File: config.mk
export PLATFORM = sky130hd
export DESIGN_NAME = mfo_core
export DESIGN_NICKNAME = d
export VERILOG_FILES = /design/src/core/mfo_pkg.sv /design/src/core/mfo_core.sv
export SDC_FILE = /design/constraint.sdc
export NUM_CORES = 1
export LEC_CHECK = 0
export ABC_AREA = 1
export BUFFER_PORTS_ARGS = -buffer_cell sky130_fd_sc_hd__clkbuf_2
export CAP_MARGIN = 0
export CORE_MARGIN = 2
export CORE_UTILIZATION = 50
export CTS_CLUSTER_SIZE = 14
export DETAILED_ROUTE_END_ITERATION = 6
export GPL_TIMING_DRIVEN = 0
export PLACE_DENSITY = 0.68
export SLEW_MARGIN = 20
export SYNTH_ARGS = -nofsm -noshare
export SYNTH_HDL_FRONTEND = slang
export SYNTH_SLANG_ARGS = --single-unit
File: constraint.sdc
create_clock -name clk_sys -period 11.33 [get_ports clk_sys]
set_input_delay 0.5665 -clock clk_sys [delete_from_list [all_inputs] [get_ports clk_sys]]
set_output_delay 0.5665 -clock clk_sys [all_outputs]
set_load 0.05 [all_outputs]
File: src/core/mfo_pkg.sv
// mfo_pkg: constants for the multi-function status output selector.
// assumes one 50 MHz control clock and a plain byte-addressed register port.
package mfo_pkg;
  // register byte addresses
  localparam logic [7:0] ADR_FSEL0   = 8'h00;
  localparam logic [7:0] ADR_FSEL1   = 8'h04;
  localparam logic [7:0] ADR_FSEL2   = 8'h08;
  localparam logic [7:0] ADR_FSEL3   = 8'h0c;
  localparam logic [7:0] ADR_FLVL    = 8'h10;
  localparam logic [7:0] ADR_FWID    = 8'h14;
  localparam logic [7:0] ADR_MINF    = 8'h18;
  localparam logic [7:0] ADR_ZHOLD   = 8'h1c;
  localparam logic [7:0] ADR_UVL     = 8'h20;
  localparam logic [7:0] ADR_TQL1    = 8'h24;
  localparam logic [7:0] ADR_TQT1    = 8'h28;
  localparam logic [7:0] ADR_TQL2    = 8'h2c;
  localparam logic [7:0] ADR_TQT2    = 8'h30;
  localparam logic [7:0] ADR_COMM    = 8'h34;
  localparam logic [7:0] ADR_STATUS  = 8'h38;
  // reset values of the function selections
  localparam logic [7:0] RST_FSEL0   = 8'h00;
  localparam logic [7:0] RST_FSEL1   = 8'h0b;
  localparam logic [7:0] RST_FSEL2   = 8'h01;
  localparam logic [7:0] RST_FSEL3   = 8'h02;
  localparam logic [15:0] RST_WORD   = 16'h0000;
  // function codes
  localparam logic [7:0] FN_UV       = 8'h05;
  localparam logic [7:0] FN_FAULT    = 8'h0b;
  localparam logic [7:0] FN_COMM     = 8'h0c;
  localparam logic [7:0] FN_DET1     = 8'h10;
  localparam logic [7:0] FN_DET2     = 8'h11;
  localparam logic [7:0] FN_LAST     = 8'h17;
  localparam logic [7:0] FN_INV      = 8'h64;
  localparam logic [7:0] FN_INV_LAST = 8'h95;
  // status register field positions
  localparam int STS_TERM  = 0;
  localparam int STS_DET1  = 4;
  localparam int STS_DET2  = 5;
  localparam int STS_TQ1   = 6;
  localparam int STS_TQ2   = 7;
  // torque time unit is one millisecond
  localparam int TQ_UNIT_NS = 1000000;
  localparam int CLK_NS     = 20;
  localparam int TQ_UNIT_CYC = TQ_UNIT_NS / CLK_NS;
endpackage

File: src/core/mfo_core.sv
// mfo_core: four output terminals, each picking one drive condition by code.
// assumes all status inputs come from logic on clk_sys; register port is
// a plain strobe port with read data one cycle after the read strobe.
//
// The plain strobed port and the register offsets were decided locally.
`timescale 1ns/10ps
`default_nettype none

// Notes on behaviour
// code 1: below zero-hold or minimum frequency
// code 2: output within width of command
// code 3: both inside level plus/minus width
// code 4: ready unless any blocking condition
// code 5: bus voltage below undervoltage level
// code 6: closed during baseblock
// code 8: closed when frequency command from keypad
// code 9: closed on frequency command loss
// code 10: closed when run command from keypad
// code 11: closed while fault active
// code 12: host sets bit, default open
// code 13: closed while any alarm active
// code 14: closed during fault reset attempt
// code 15: follows timer function output
// code 16: open above level+width until level
// code 17: closed above level until level-width
// code 18: torque over level one for time
// code 20: torque over level two for time
// code 22: closed while running reverse
// code 23: closed when motor two selected
// four terminals, each with own selection
// codes 100-149 invert code minus 100
// outputs registered on control clock
module mfo_core
  import mfo_pkg::*;
#(
  parameter int TICK_CYC = TQ_UNIT_CYC // cycles per torque time unit
) (
  input  wire logic              clk_sys,         // control clock
  input  wire logic              rst_n,           // sync reset
  input  wire logic [7:0]        reg_addr,        // byte address
  input  wire logic [31:0]       reg_wdata,       // write data
  input  wire logic              reg_wr,          // write strobe
  input  wire logic              reg_rd,          // read strobe
  output logic [31:0]            reg_rdata,       // read data
  input  wire logic signed [15:0] output_frequency, // signed output freq
  input  wire logic signed [15:0] freq_cmd,       // signed freq command
  input  wire logic signed [15:0] motor_speed,    // signed encoder speed
  input  wire logic              closed_loop,     // closed-loop vector
  input  wire logic [15:0]       dc_bus,          // bus voltage
  input  wire logic [15:0]       torque_value,    // current or torque
  input  wire logic              running,         // drive outputting
  input  wire logic              ready_to_run,    // able to run
  input  wire logic              power_loss,      // supply lost
  input  wire logic              fault_active,    // fault present
  input  wire logic              int_supply_fail, // internal supply bad
  input  wire logic              param_invalid,   // setting blocks run
  input  wire logic              ov_uv_fault,     // bus fault
  input  wire logic              prog_mode,       // programming mode
  input  wire logic              baseblock,       // switching inhibited
  input  wire logic              freq_src_keypad, // freq cmd from keypad
  input  wire logic              freq_cmd_loss,   // freq cmd lost
  input  wire logic              run_src_keypad,  // run cmd from keypad
  input  wire logic              pid_feedback_high_alarm, // alarm
  input  wire logic              pid_feedback_low_alarm,  // alarm
  input  wire logic              overcurrent_alarm,       // alarm
  input  wire logic              other_alarm,     // any other alarm
  input  wire logic              fault_reset_try, // reset being tried
  input  wire logic              timer_out,       // timer function
  input  wire logic              reverse_run,     // running reverse
  input  wire logic              motor_two_sel,   // motor two chosen
  output logic [3:0]             term_out         // 1 = terminal closed
);

  typedef struct packed {
    logic [3:0][7:0] fsel;
    logic [15:0]     flvl;
    logic [15:0]     fwid;
    logic [15:0]     minf;
    logic [15:0]     zhold;
    logic [15:0]     uvl;
    logic [15:0]     tql1;
    logic [15:0]     tqt1;
    logic [15:0]     tql2;
    logic [15:0]     tqt2;
    logic [3:0]      comm;
    logic            det1;
    logic            det2;
    logic [31:0]     pre1;
    logic [31:0]     pre2;
    logic [15:0]     tc1;
    logic [15:0]     tc2;
    logic [3:0]      term;
    logic [31:0]     rdata;
  } mfo_st_type;

  mfo_st_type st_r;
  mfo_st_type st_nxt;

  // magnitude with saturation so the most negative value stays positive
  function automatic logic [15:0] mag16(input logic signed [15:0] v);
    logic [15:0] m;
    m = v[15] ? 16'(-v) : 16'(v);
    if (v == 16'sh8000) begin
      m = 16'h7fff;
    end
    return m;
  endfunction

  // true when a lies within centre plus or minus width
  function automatic logic in_band(input logic [15:0] a, input logic [15:0] c,
                                   input logic [15:0] w);
    return ({1'b0, a} + {1'b0, w} >= {1'b0, c}) && ({1'b0, a} <= {1'b0, c} + {1'b0, w});
  endfunction

  // maps a function code onto the condition vector, with inversion
  function automatic logic pick(input logic [7:0] code, input logic [23:0] cv);
    logic [7:0] b;
    b = code - FN_INV;
    if (code <= FN_LAST) begin
      return cv[code[4:0]];
    end else if (code >= FN_INV && code <= FN_INV_LAST) begin
      return (b <= FN_LAST) ? !cv[b[4:0]] : 1'b1;
    end
    return 1'b0;
  endfunction

  logic [15:0] mag_f;
  logic [15:0] mag_c;
  logic [15:0] mag_s;
  logic [15:0] mag_d;
  logic [16:0] diff;
  logic        tq_over1;
  logic        tq_over2;
  logic        tq_det1;
  logic        tq_det2;
  logic        tick1;
  logic        tick2;
  logic        ready;
  logic [23:0] cond;
  logic        hit;
  logic [31:0] rsel;

  // frequency magnitudes; closed loop compares measured speed in mag_f and diff, mag_s stays output frequency
  always_comb begin
    mag_f = closed_loop ? mag16(motor_speed) : mag16(output_frequency);
    mag_c = mag16(freq_cmd);
    mag_s = mag16(output_frequency);
    diff  = closed_loop ? 17'({motor_speed[15], motor_speed} - {freq_cmd[15], freq_cmd})
                        : 17'({output_frequency[15], output_frequency}
                              - {freq_cmd[15], freq_cmd});
    mag_d = diff[16] ? 16'(-diff) : diff[15:0];
    if (diff[16] && diff[15:0] == 16'h0000) begin
      mag_d = 16'hffff;
    end
  end

  // torque detectors need the level exceeded without a break
  assign tq_over1 = torque_value > st_r.tql1;
  assign tq_over2 = torque_value > st_r.tql2;
  assign tq_det1  = tq_over1 && (st_r.tc1 >= st_r.tqt1);
  assign tq_det2  = tq_over2 && (st_r.tc2 >= st_r.tqt2);
  // a tick ends each full unit of continuous excess on that detector
  // time 0 detects at once, since a zero count already meets it
  assign tick1    = st_r.pre1 == 32'(TICK_CYC - 1);
  assign tick2    = st_r.pre2 == 32'(TICK_CYC - 1);

  // a bus fault only blocks readiness while stopped
  assign ready = (ready_to_run || running) && !power_loss && !fault_active
                 && !int_supply_fail && !param_invalid
                 && !(ov_uv_fault && !running) && !prog_mode;

  // condition vector indexed by function code; retained codes stay open
  always_comb begin
    cond     = 24'h000000;
    cond[0]  = running;
    cond[1]  = closed_loop ? (mag_s < st_r.zhold) : (mag_s < st_r.minf);
    cond[2]  = mag_d <= st_r.fwid;
    cond[3]  = in_band(mag_s, st_r.flvl, st_r.fwid)
               && in_band(mag_c, st_r.flvl, st_r.fwid);
    cond[4]  = ready;
    cond[5]  = dc_bus < st_r.uvl;
    cond[6]  = baseblock;
    cond[8]  = freq_src_keypad;
    cond[9]  = freq_cmd_loss;
    cond[10] = run_src_keypad;
    cond[11] = fault_active;
    cond[13] = pid_feedback_high_alarm || pid_feedback_low_alarm
               || overcurrent_alarm || other_alarm;
    cond[14] = fault_reset_try;
    cond[15] = timer_out;
    cond[16] = !st_r.det1;
    cond[17] = st_r.det2;
    cond[18] = tq_det1;
    cond[20] = tq_det2;
    cond[22] = reverse_run;
    cond[23] = motor_two_sel;
  end

  // read decode; unmapped addresses read as zero
  always_comb begin
    hit  = 1'b1;
    rsel = 32'h00000000;
    unique case (reg_addr)
      ADR_FSEL0:  rsel = {24'h000000, st_r.fsel[0]};
      ADR_FSEL1:  rsel = {24'h000000, st_r.fsel[1]};
      ADR_FSEL2:  rsel = {24'h000000, st_r.fsel[2]};
      ADR_FSEL3:  rsel = {24'h000000, st_r.fsel[3]};
      ADR_FLVL:   rsel = {16'h0000, st_r.flvl};
      ADR_FWID:   rsel = {16'h0000, st_r.fwid};
      ADR_MINF:   rsel = {16'h0000, st_r.minf};
      ADR_ZHOLD:  rsel = {16'h0000, st_r.zhold};
      ADR_UVL:    rsel = {16'h0000, st_r.uvl};
      ADR_TQL1:   rsel = {16'h0000, st_r.tql1};
      ADR_TQT1:   rsel = {16'h0000, st_r.tqt1};
      ADR_TQL2:   rsel = {16'h0000, st_r.tql2};
      ADR_TQT2:   rsel = {16'h0000, st_r.tqt2};
      ADR_COMM:   rsel = {28'h0000000, st_r.comm};
      ADR_STATUS: rsel = {24'h000000, tq_det2, tq_det1, st_r.det2, st_r.det1, st_r.term};
      default:    hit = 1'b0;
    endcase
  end

  // next state: registers, hysteresis, torque timers, terminals
  always_comb begin
    st_nxt = st_r;
    // register writes; status is read-only and unmapped writes are dropped
    if (reg_wr) begin
      unique case (reg_addr)
        ADR_FSEL0: st_nxt.fsel[0] = reg_wdata[7:0];
        ADR_FSEL1: st_nxt.fsel[1] = reg_wdata[7:0];
        ADR_FSEL2: st_nxt.fsel[2] = reg_wdata[7:0];
        ADR_FSEL3: st_nxt.fsel[3] = reg_wdata[7:0];
        ADR_FLVL:  st_nxt.flvl    = reg_wdata[15:0];
        ADR_FWID:  st_nxt.fwid    = reg_wdata[15:0];
        ADR_MINF:  st_nxt.minf    = reg_wdata[15:0];
        ADR_ZHOLD: st_nxt.zhold   = reg_wdata[15:0];
        ADR_UVL:   st_nxt.uvl     = reg_wdata[15:0];
        ADR_TQL1:  st_nxt.tql1    = reg_wdata[15:0];
        ADR_TQT1:  st_nxt.tqt1    = reg_wdata[15:0];
        ADR_TQL2:  st_nxt.tql2    = reg_wdata[15:0];
        ADR_TQT2:  st_nxt.tqt2    = reg_wdata[15:0];
        ADR_COMM:  st_nxt.comm    = reg_wdata[3:0];
        default:   st_nxt.comm    = st_r.comm;
      endcase
    end
    // read data stands only in the cycle after the strobe
    st_nxt.rdata = (reg_rd && hit) ? rsel : 32'h00000000;
    // detection one: trips above level+width, releases at level
    if ({1'b0, mag_f} > {1'b0, st_r.flvl} + {1'b0, st_r.fwid}) begin
      st_nxt.det1 = 1'b1;
    end else if (mag_f <= st_r.flvl) begin
      st_nxt.det1 = 1'b0;
    end
    // detection two: trips above level, releases at level-width
    if (mag_f > st_r.flvl) begin
      st_nxt.det2 = 1'b1;
    end else if ({1'b0, mag_f} + {1'b0, st_r.fwid} <= {1'b0, st_r.flvl}) begin
      st_nxt.det2 = 1'b0;
    end
    // each torque timer owns its prescaler, restarted with its excess, so a
    // time of n units needs n full units over the level; a shared free-running
    // prescaler would let detection come up to one unit early
    if (!tq_over1) begin
      st_nxt.pre1 = 32'h00000000;
      st_nxt.tc1  = 16'h0000;
    end else if (tick1) begin
      st_nxt.pre1 = 32'h00000000;
      if (st_r.tc1 != 16'hffff) begin
        st_nxt.tc1 = st_r.tc1 + 16'h0001; // saturates
      end
    end else begin
      st_nxt.pre1 = st_r.pre1 + 32'h00000001;
    end
    if (!tq_over2) begin
      st_nxt.pre2 = 32'h00000000;
      st_nxt.tc2  = 16'h0000;
    end else if (tick2) begin
      st_nxt.pre2 = 32'h00000000;
      if (st_r.tc2 != 16'hffff) begin
        st_nxt.tc2 = st_r.tc2 + 16'h0001; // saturates
      end
    end else begin
      st_nxt.pre2 = st_r.pre2 + 32'h00000001;
    end
    // each terminal picks its own condition, then the host bit for code 12
    for (int i = 0; i < 4; i++) begin
      st_nxt.term[i] = pick(st_r.fsel[i], cond);
      if (st_r.fsel[i] == FN_COMM) begin
        st_nxt.term[i] = st_r.comm[i];
      end else if (st_r.fsel[i] == FN_INV + FN_COMM) begin
        st_nxt.term[i] = !st_r.comm[i];
      end
    end
  end

  // single state register, synchronous reset
  always_ff @(posedge clk_sys) begin
    if (!rst_n) begin
      st_r         <= '0;
      st_r.fsel[0] <= RST_FSEL0;
      st_r.fsel[1] <= RST_FSEL1;
      st_r.fsel[2] <= RST_FSEL2;
      st_r.fsel[3] <= RST_FSEL3;
      st_r.flvl    <= RST_WORD;
    end else begin
      st_r <= st_nxt;
    end
  end

  assign term_out  = st_r.term;
  assign reg_rdata = st_r.rdata;
endmodule

`default_nettype wire

==> impl_results.md, run 1 <==
- Status: finished, violations left
- Failing checks: DRC
- Vias per inst: 5.70
- LEAKAGE: 12.5 nW
- Arrival @ worst endpoint: 7.24 ns
- Final min period: 6.81 ns
- Pin count of the biggest net entering global routing: 14
- Detail Route Antenna Nets: 0
- Syn Inst Count: 3,815
- Final #Nets: 4,515
- GR peak layer: met2
- Unrepaired setup endpoints after global routing: no
- Register-to-Register Setup Slack: ~5.7 ns
- R2r startpoint: st_r[252]
- Met3 Use GR: about 6.3%
- Setup Fix Bufs, Post-CTS: 0
- Worst Hold Class: input pin to flop
- Clock buffer depth: 3
- Clk Latency, worst-skew pair: ~0.55 ns
- Period utilization: about three fifths
- Hold depth: 3
- CTS Hold Bufs: 0
- CORE AREA: 51,200 um2
- Final hold slack: 0.455 ns
- Placement Rows: 83
- Chip width: around 230 um
- Cts bufs inserted: 35
- CTS tree: yes
- Hold_sp: reg_wdata[5]
- Starting DRT DRC Count: 2,576
- Slew HR: around 32%
- Avg Cell Area, Syn: 6.78 um2
- Slowest stage delay, CP: 0.58 ns
- Placer congestion estimate: 0.990
- CP max stage cell: nor2_1
- Drt pass-1 iters: 7
- Total track usage: roughly a third
- Worst EP required: 11.76 ns
- Worst slew pin tran: 1.02 ns
- Worst Hold End: st_r[311]
- Reg2reg path depth: 38
- Synth Warn #: 0
- Fillers: about 5,200
- M1 GR Usage: 44.3%
- Final Max Tran Viols: 0
- Total chip power: 2.86 mW
- Gates resized, CTS repair: 0
- #FFs+latches synth: 298
- Placed Cells: ~4,700
- Final WL: about 89 mm
- FMAX: 147 MHz
- Final Hold Vio Count: 0
- I/O pin total: 181
- Pwr Density: about 100 nW/um2
- Mapped cell area: ~26,000 um2
- Crit-path max FO: 4
- Post-synth EDFFs: 0
- CTS clk-pin slew, worst paths: 0.06 ns
- DIE HEIGHT: 231 um
- Area growth from synthesis to layout: 10.8%
- Total clock sinks: 298
- Worst setup path class: input pin to flop
- Post-synthesis async set-or-reset flop share: 0%
- Worst setup SP type: input pin
- Count of port buffers added during placement: about 150
- Initial Utilization: 50.5%
- Hpwl dp: 71.0 mm
- Most frequent cells in the layout: 627 x nand2_1, 572 x inv_1, 454 x a21oi_1
- Commonest non-fill, non-tap cell in the layout: nand2_1
- Die ar.: 53,500 um2
- Max-Cap Viols: 0
- Met2 Usage GRT: 50.9%
- First-pass GRT wire length: roughly 140 mm
- Crit. End Element: flop
- Placed cell area: 27,500 um2
- Routed wire length per instance: 18.8 um
- Most frequent CP cell: nand2_1
- Root Buffer: clkbuf_16
- Finished Layout Cells: 4,719
- Initial antenna violation count: 0
- Post-synth top flop: dfxtp_1
- Final TNS setup: 0 ns
- Clk_skew: 0.0265 ns
- RR Endpoint: term_out[3]
- DR DRC count: 1
- Overflow after GRT: 0
- Post-route cell area: 28,600 um2
- Setup violations, final: 0
- Htree depth: 2
- Vias: 26,905
- Sequential element share of the synthesized area: a little under a quarter
- Vias in the first global route: 24,005
- Worst IR Drop VDD: 0.106 mV
- Share of post-route cells with drive strength above 1: 7.21%
- Number of library cell types mapped by synthesis: 62
flip-flops by register name (all words and copies together) (netlist names):
name / count
st_r: 277
reg_rdata: 16
cond: 1
term_out: 4
worst max-delay path by stage:
stage,cells past startpoint,start,endpoint,slack (ns)
global placement,46,freq_cmd[1],term_out[3],4.22
finish,46,freq_cmd[1],term_out[3],4.52
detailed placement,46,freq_cmd[1],term_out[3],4.22
global route,46,freq_cmd[1],term_out[3],3.99
CTS,46,freq_cmd[1],term_out[3],4.75
floorplan,45,freq_cmd[1],term_out[3],5.99
worst max-delay path: cells and delay by family:
family / cells / cell delay, ns
AOI/OAI and AO/OA: 9 / 1.77
xor gates and xnor gates: 1 / 0.14
and+or+nand+nor: 27 / 3.50
buffers and inverters: 6 / 0.55
adders and majority gates: 3 / 0.68
synthesized netlist by cell type, drive strengths merged (7+ instances only):
| cell type | instances | area share, % |
|---|---|---|
| o31ai | 7 | 0.20 |
| nor4 | 46 | 1.3 |
| buf | 40 | 1.1 |
| xnor2 | 31 | 1.1 |
| a211oi | 13 | 0.40 |
| a31oi | 17 | 0.41 |
| o21a | 11 | 0.32 |
| ha | 352 | 17 |
| o22ai | 75 | 1.8 |
| nand3 | 177 | 3.6 |
| clkinv | 9 | 0.13 |
| xor2 | 105 | 3.6 |
| a21oi | 454 | 8.8 |
| and3 | 10 | 0.26 |
| nand4 | 53 | 1.3 |
| o2111ai | 8 | 0.27 |
| a41oi | 7 | 0.24 |
| o21ai | 294 | 5.7 |
| o211ai | 13 | 0.38 |
| dfxtp | 298 | 23 |
| inv | 576 | 8.4 |
| o21bai | 21 | 0.62 |
| a221oi | 13 | 0.44 |
| nand2 | 631 | 9.2 |
| or2 | 10 | 0.24 |
| nor3b | 24 | 0.72 |
| clkbuf | 96 | 1.4 |
| nand3b | 11 | 0.32 |
| a21o | 7 | 0.20 |
| nor2 | 254 | 3.8 |
| nor3 | 120 | 2.5 |
kinds of logic (layout without fill, tap and decap cells):
| family | after synthesis | in the layout | share of synthesized area (%) |
|---|---|---|---|
| AND/OR/NAND/NOR | 1339 | 1339 | 23.3 |
| AO/OA/AOI/OAI | 963 | 963 | 20.5 |
| buffers and inverters | 721 | 929 | 11.0 |
| adder cells (fa/ha/maj) | 357 | 357 | 17.4 |
| flip-flops | 298 | 298 | 23.1 |
| XOR/XNOR | 136 | 136 | 4.64 |
| other | 1 | 17 | 0.0145 |
routing by layer:
metal / share of wire, % / up-vias
met2: 43 / 1214
met3: 10 / 179
met1: 43 / 12179
met5: 0 / -
li1: - / 13333
met4: 3.2 / 0
report_power, final:
group / total, mW / switching [mW] / internal, mW
Clock: 1.14 / 0.478 / 0.665
Combinational: 0.660 / 0.435 / 0.225
Sequential: 1.06 / 0.00858 / 1.05
Total: 2.86 / 0.921 / 1.94
cell type report:
class	instances	area, um2	share of cell area, %
Timing Repair Buffer	146	731	2.55
Multi-Input combinational cell	2811	17100	59.7
Tap cell	680	851	2.97
Antenna cell	1	2.50	0.00874
Buffer	136	657	2.29
Clock buffer	50	1000	3.50
Clock inverter	12	129	0.450
Sequential cell	298	5970	20.8
Inverter	585	2200	7.67
through the flow:
stage	worst slack (ns)	util (%)
5_1_grt	3.99	55.9
6_report	4.52	55.9
3_3_place_gp	4.22	53.7
3_5_place_dp	4.22	53.7
4_1_cts	4.75	55.9
2_1_floorplan	5.99	-
No activity file was read; power rests on OpenSTA's default activity.
==> run 2: changes to the inputs <==
--- a/config.mk
+++ b/config.mk
@@ -5,7 +5,7 @@
 export SDC_FILE = /design/constraint.sdc
 export NUM_CORES = 1
 export LEC_CHECK = 0
-export ABC_AREA = 1
+export ABC_AREA = 0
 export BUFFER_PORTS_ARGS = -buffer_cell sky130_fd_sc_hd__clkbuf_2
 export CAP_MARGIN = 0
 export CORE_MARGIN = 2
==> constraint.sdc (replaced) <==
create_clock -name clk_sys -period 6.3 [get_ports clk_sys]
set_input_delay 0.315 -clock clk_sys [delete_from_list [all_inputs] [get_ports clk_sys]]
set_output_delay 0.315 -clock clk_sys [all_outputs]
set_load 0.05 [all_outputs]
==> run 2 against run 1 <==
Against the previous run:
- the run still ends with DRC left
- power up 78%
- critical path depth down 19
- die area down 2.7%
- sequential power up 80%
- clock-buffer cell count down 5
- highest routed layer is now met5
==> impl_results.md, run 2 <==
- Largest reg by FF count: st_r
- Final TNS setup: 0 ns
- Synth area leaders: dfxtp_1 24%, ha_1 17%, nand2_1 8.1%
- Setup violations, final: 0
- Worst setup SP type: input pin
- CTS clk-pin slew, worst paths: 0.06 ns
- Status: finished, violations left
- Worst EP required: 6.74 ns
- LEAKAGE: between 10 and 15 nW
- Syn Inst Count: roughly 3,300
- Clk Latency, worst-skew pair: 0.57 ns
- Synth Warn #: 0
- Placement Rows: 82
- Vias: 25,613
- Vias in the first global route: 23,246
- Post-synth top flop: dfxtp_1
- Register-to-Register Setup Slack: 0.29 ns
- Drt pass-1 iters: 7
- Area growth from synthesis to layout: 12.5%
- Slew HR: 21.1%
- Count of port buffers added during placement: about 140
- Placer congestion estimate: 0.994
- Hold depth: 3
- Period utilization: 96.6%
- First-pass GRT wire length: 134 mm
- Worst IR Drop VDD: 0.255 mV
- Chip width: 228 um
- Cts bufs inserted: 34
- Synth cell count leaders: 542 x nand2_1, 348 x ha_1, 311 x a21oi_1
- Final hold slack: 0.0544 ns
- Overflow after GRT: 0
- Max FFs per register: 277
- Count leader, synth: nand2_1
- Failing checks: DRC
- Total track usage: 32.4%
- Root Buffer: clkbuf_16
- DIE HEIGHT: 228 um
- Post-synth top area share: a little under a quarter
- Crit. End Element: flop
- Clock buffer depth: 3
- Worst Setup SP: closed_loop
- Top Family by Delay on Critical Path: compound AO/OA/AOI/OAI gates
- Final min period: 6.09 ns
- Final WL: approximately 87 mm
- CP max stage cell: or4_4
- Detail Route Antenna Nets: 0
- Ant. Diodes: 0
- Total clock sinks: 298
- CTS tree: yes
- Fillers: 4,901
- Post-route cell area: approximately 28,000 um2
- Number of library cell types mapped by synthesis: 83
- Crit-path max FO: 10
- Avg Cell Area, Syn: 7.56 um2
- Worst Hold Class: input pin to flop
- Final #Nets: 4,037
- Initial antenna violation count: 1
- Placed cell area: 26,800 um2
- Hpwl dp: 68.6 mm
- Post-synthesis async set-or-reset flop share: 0%
- Area leader, netlist: dfxtp_1
- Sequential element share of the synthesized area: 23.7%
- R2r startpoint: st_r[266]
- Post-Route Utilization: a little under three fifths
- Hold_sp: reg_wdata[7]
- Final Hold Vio Count: 0
- Pin count of the biggest net entering global routing: 14
- Die ar.: roughly 52,000 um2
- Slowest stage delay, CP: 0.60 ns
- DR DRC count: 4
- Post-synth EDFFs: 0
- Reg2reg path depth: 24
- Worst setup path class: input pin to flop
- Vias per inst: 6.05
- Mapped cell area: 25,100 um2
- Worst Hold End: st_r[313]
- Finished Layout Cells: 4,235
- CORE AREA: 49,900 um2
- Initial Utilization: 50.4%
- Placed Cells: 4,157
- Htree depth: 2
- RR Endpoint: term_out[3]
- #FFs+latches synth: 298
- Most frequent cells in the layout: 540 x nand2_1, 347 x ha_1, 306 x a21oi_1
- Share of post-route cells with drive strength above 1: around 9.7%
- Commonest non-fill, non-tap cell in the layout: nand2_1
- Routed wire length per instance: 20.5 um
- Arrival @ worst endpoint: between 6 and 7 ns
- Starting DRT DRC Count: a little over 3,000
- FMAX: 164 MHz
- Clk_skew: 0.0247 ns
- Max-Cap Viols: 0
- Final Max Tran Viols: 0
- Pwr Density: 180 nW/um2
- Worst slew pin tran: 1.18 ns
- I/O pin total: 181
- CP Buf/Inv Count: 3
- CTS Hold Bufs: 0
run 2: cell types whose count changed in the layout (fill, tap and decap cells not counted), moves of 27 or more:
cell | previous run | this run
a21o_1 | 7 | 34
nand3_1 | 169 | 121
a21oi_1 | 454 | 306
nor3_1 | 114 | 51
xnor2_1 | 31 | 90
and3_1 | 9 | 41
a22oi_1 | 3 | 47
o21ai_0 | 289 | 105
inv_1 | 572 | 223
o22ai_1 | 75 | 4
nand2_1 | 627 | 540
run 2: logic make-up (layout without fill, tap and decap cells):
kind of cell	count (synthesis)	in the layout	share of synthesized area, %
and+or+nand+nor	1239	1239	22.6
AOI/OAI and AO/OA	819	819	21.2
buffers and inverters	396	617	6.54
adders and majority gates	353	353	17.7
DFF	298	298	23.7
xor gates and xnor gates	189	189	6.59
muxes	32	32	1.62
other	1	16	0.0149
run 2: how the worst max path moves through the flow:
stage | endpoint | slack [ns] | cells past startpoint
after floorplan | term_out[3] | 0.05 | 30
after global placement | term_out[0] | -1.67 | 27
after detailed placement | term_out[0] | -1.70 | 27
after CTS | term_out[3] | 0.001 | 28
after global routing | term_out[2] | -0.04 | 28
final | term_out[0] | 0.21 | 27
run 2: per-layer routing:
metal / vias up / routed length (um) / GRT usage, %
met3: 276 / 8340 / 4.84
met5: - / 13 / 0
li1: 12278 / - / -
met1: 11811 / 37100 / 44.9
met2: 1246 / 36900 / 49.8
met4: 2 / 4580 / 14.6
run 2: worst register-to-register path, stage by stage (launching register included):
cell and delay, ns:
dfxtp_1 0.50, ha_1 0.32, a21o_1 0.18, a21oi_1 0.22
o21bai_1 0.09, a21oi_1 0.23, o21bai_1 0.09, a21oi_1 0.38
o21ai_0 0.31, o41a_1 0.44, nor4_1 0.26, a211oi_2 0.15
ha_1 0.33, nand3_1 0.09, or2_2 0.35, nor3_1 0.14
nand2_1 0.13, a32oi_2 0.28, o221ai_4 0.15, buf_12 0.19
buf_4 0.15, o211a_1 0.23, o211a_1 0.20, a311o_1 0.26
o311a_1 0.20
run 2: timing repair:
item / in CTS / in global routing
buffers inserted: 8 / 11
pin swaps: 4 / 17
resized for setup: 16 / 41
endpoints found under the setup margin: 4 / 4
run 2: where the power goes:
| part | internal [mW] | switching, mW | total (mW) |
|---|---|---|---|
| Combinational | 0.440 | 0.703 | 1.14 |
| Sequential | 1.89 | 0.0152 | 1.91 |
| Clock | 1.16 | 0.884 | 2.05 |
| Total | 3.49 | 1.60 | 5.10 |
run 2: layout make-up:
cell class | instances | area [um2] | area share (%)
well taps | 672 | 841 | 2.97
flip-flops and latches | 298 | 5970 | 21.1
clock buffers | 45 | 952 | 3.37
clock inverters | 15 | 179 | 0.633
inverters | 227 | 852 | 3.01
plain buffers | 168 | 803 | 2.84
repair buffers | 162 | 891 | 3.15
multi-input cells | 2648 | 17800 | 62.9
run 2: stage by stage:
| stage | total power, mW | worst slack [ns] |
|---|---|---|
| 4_1_cts | 5.07 | 0.00121 |
| 3_5_place_dp | 3.03 | -1.70 |
| 6_report | 5.10 | 0.212 |
| 5_1_grt | 5.32 | -0.0359 |
| 3_3_place_gp | 3.01 | -1.67 |
| 2_1_floorplan | 2.69 | 0.0528 |
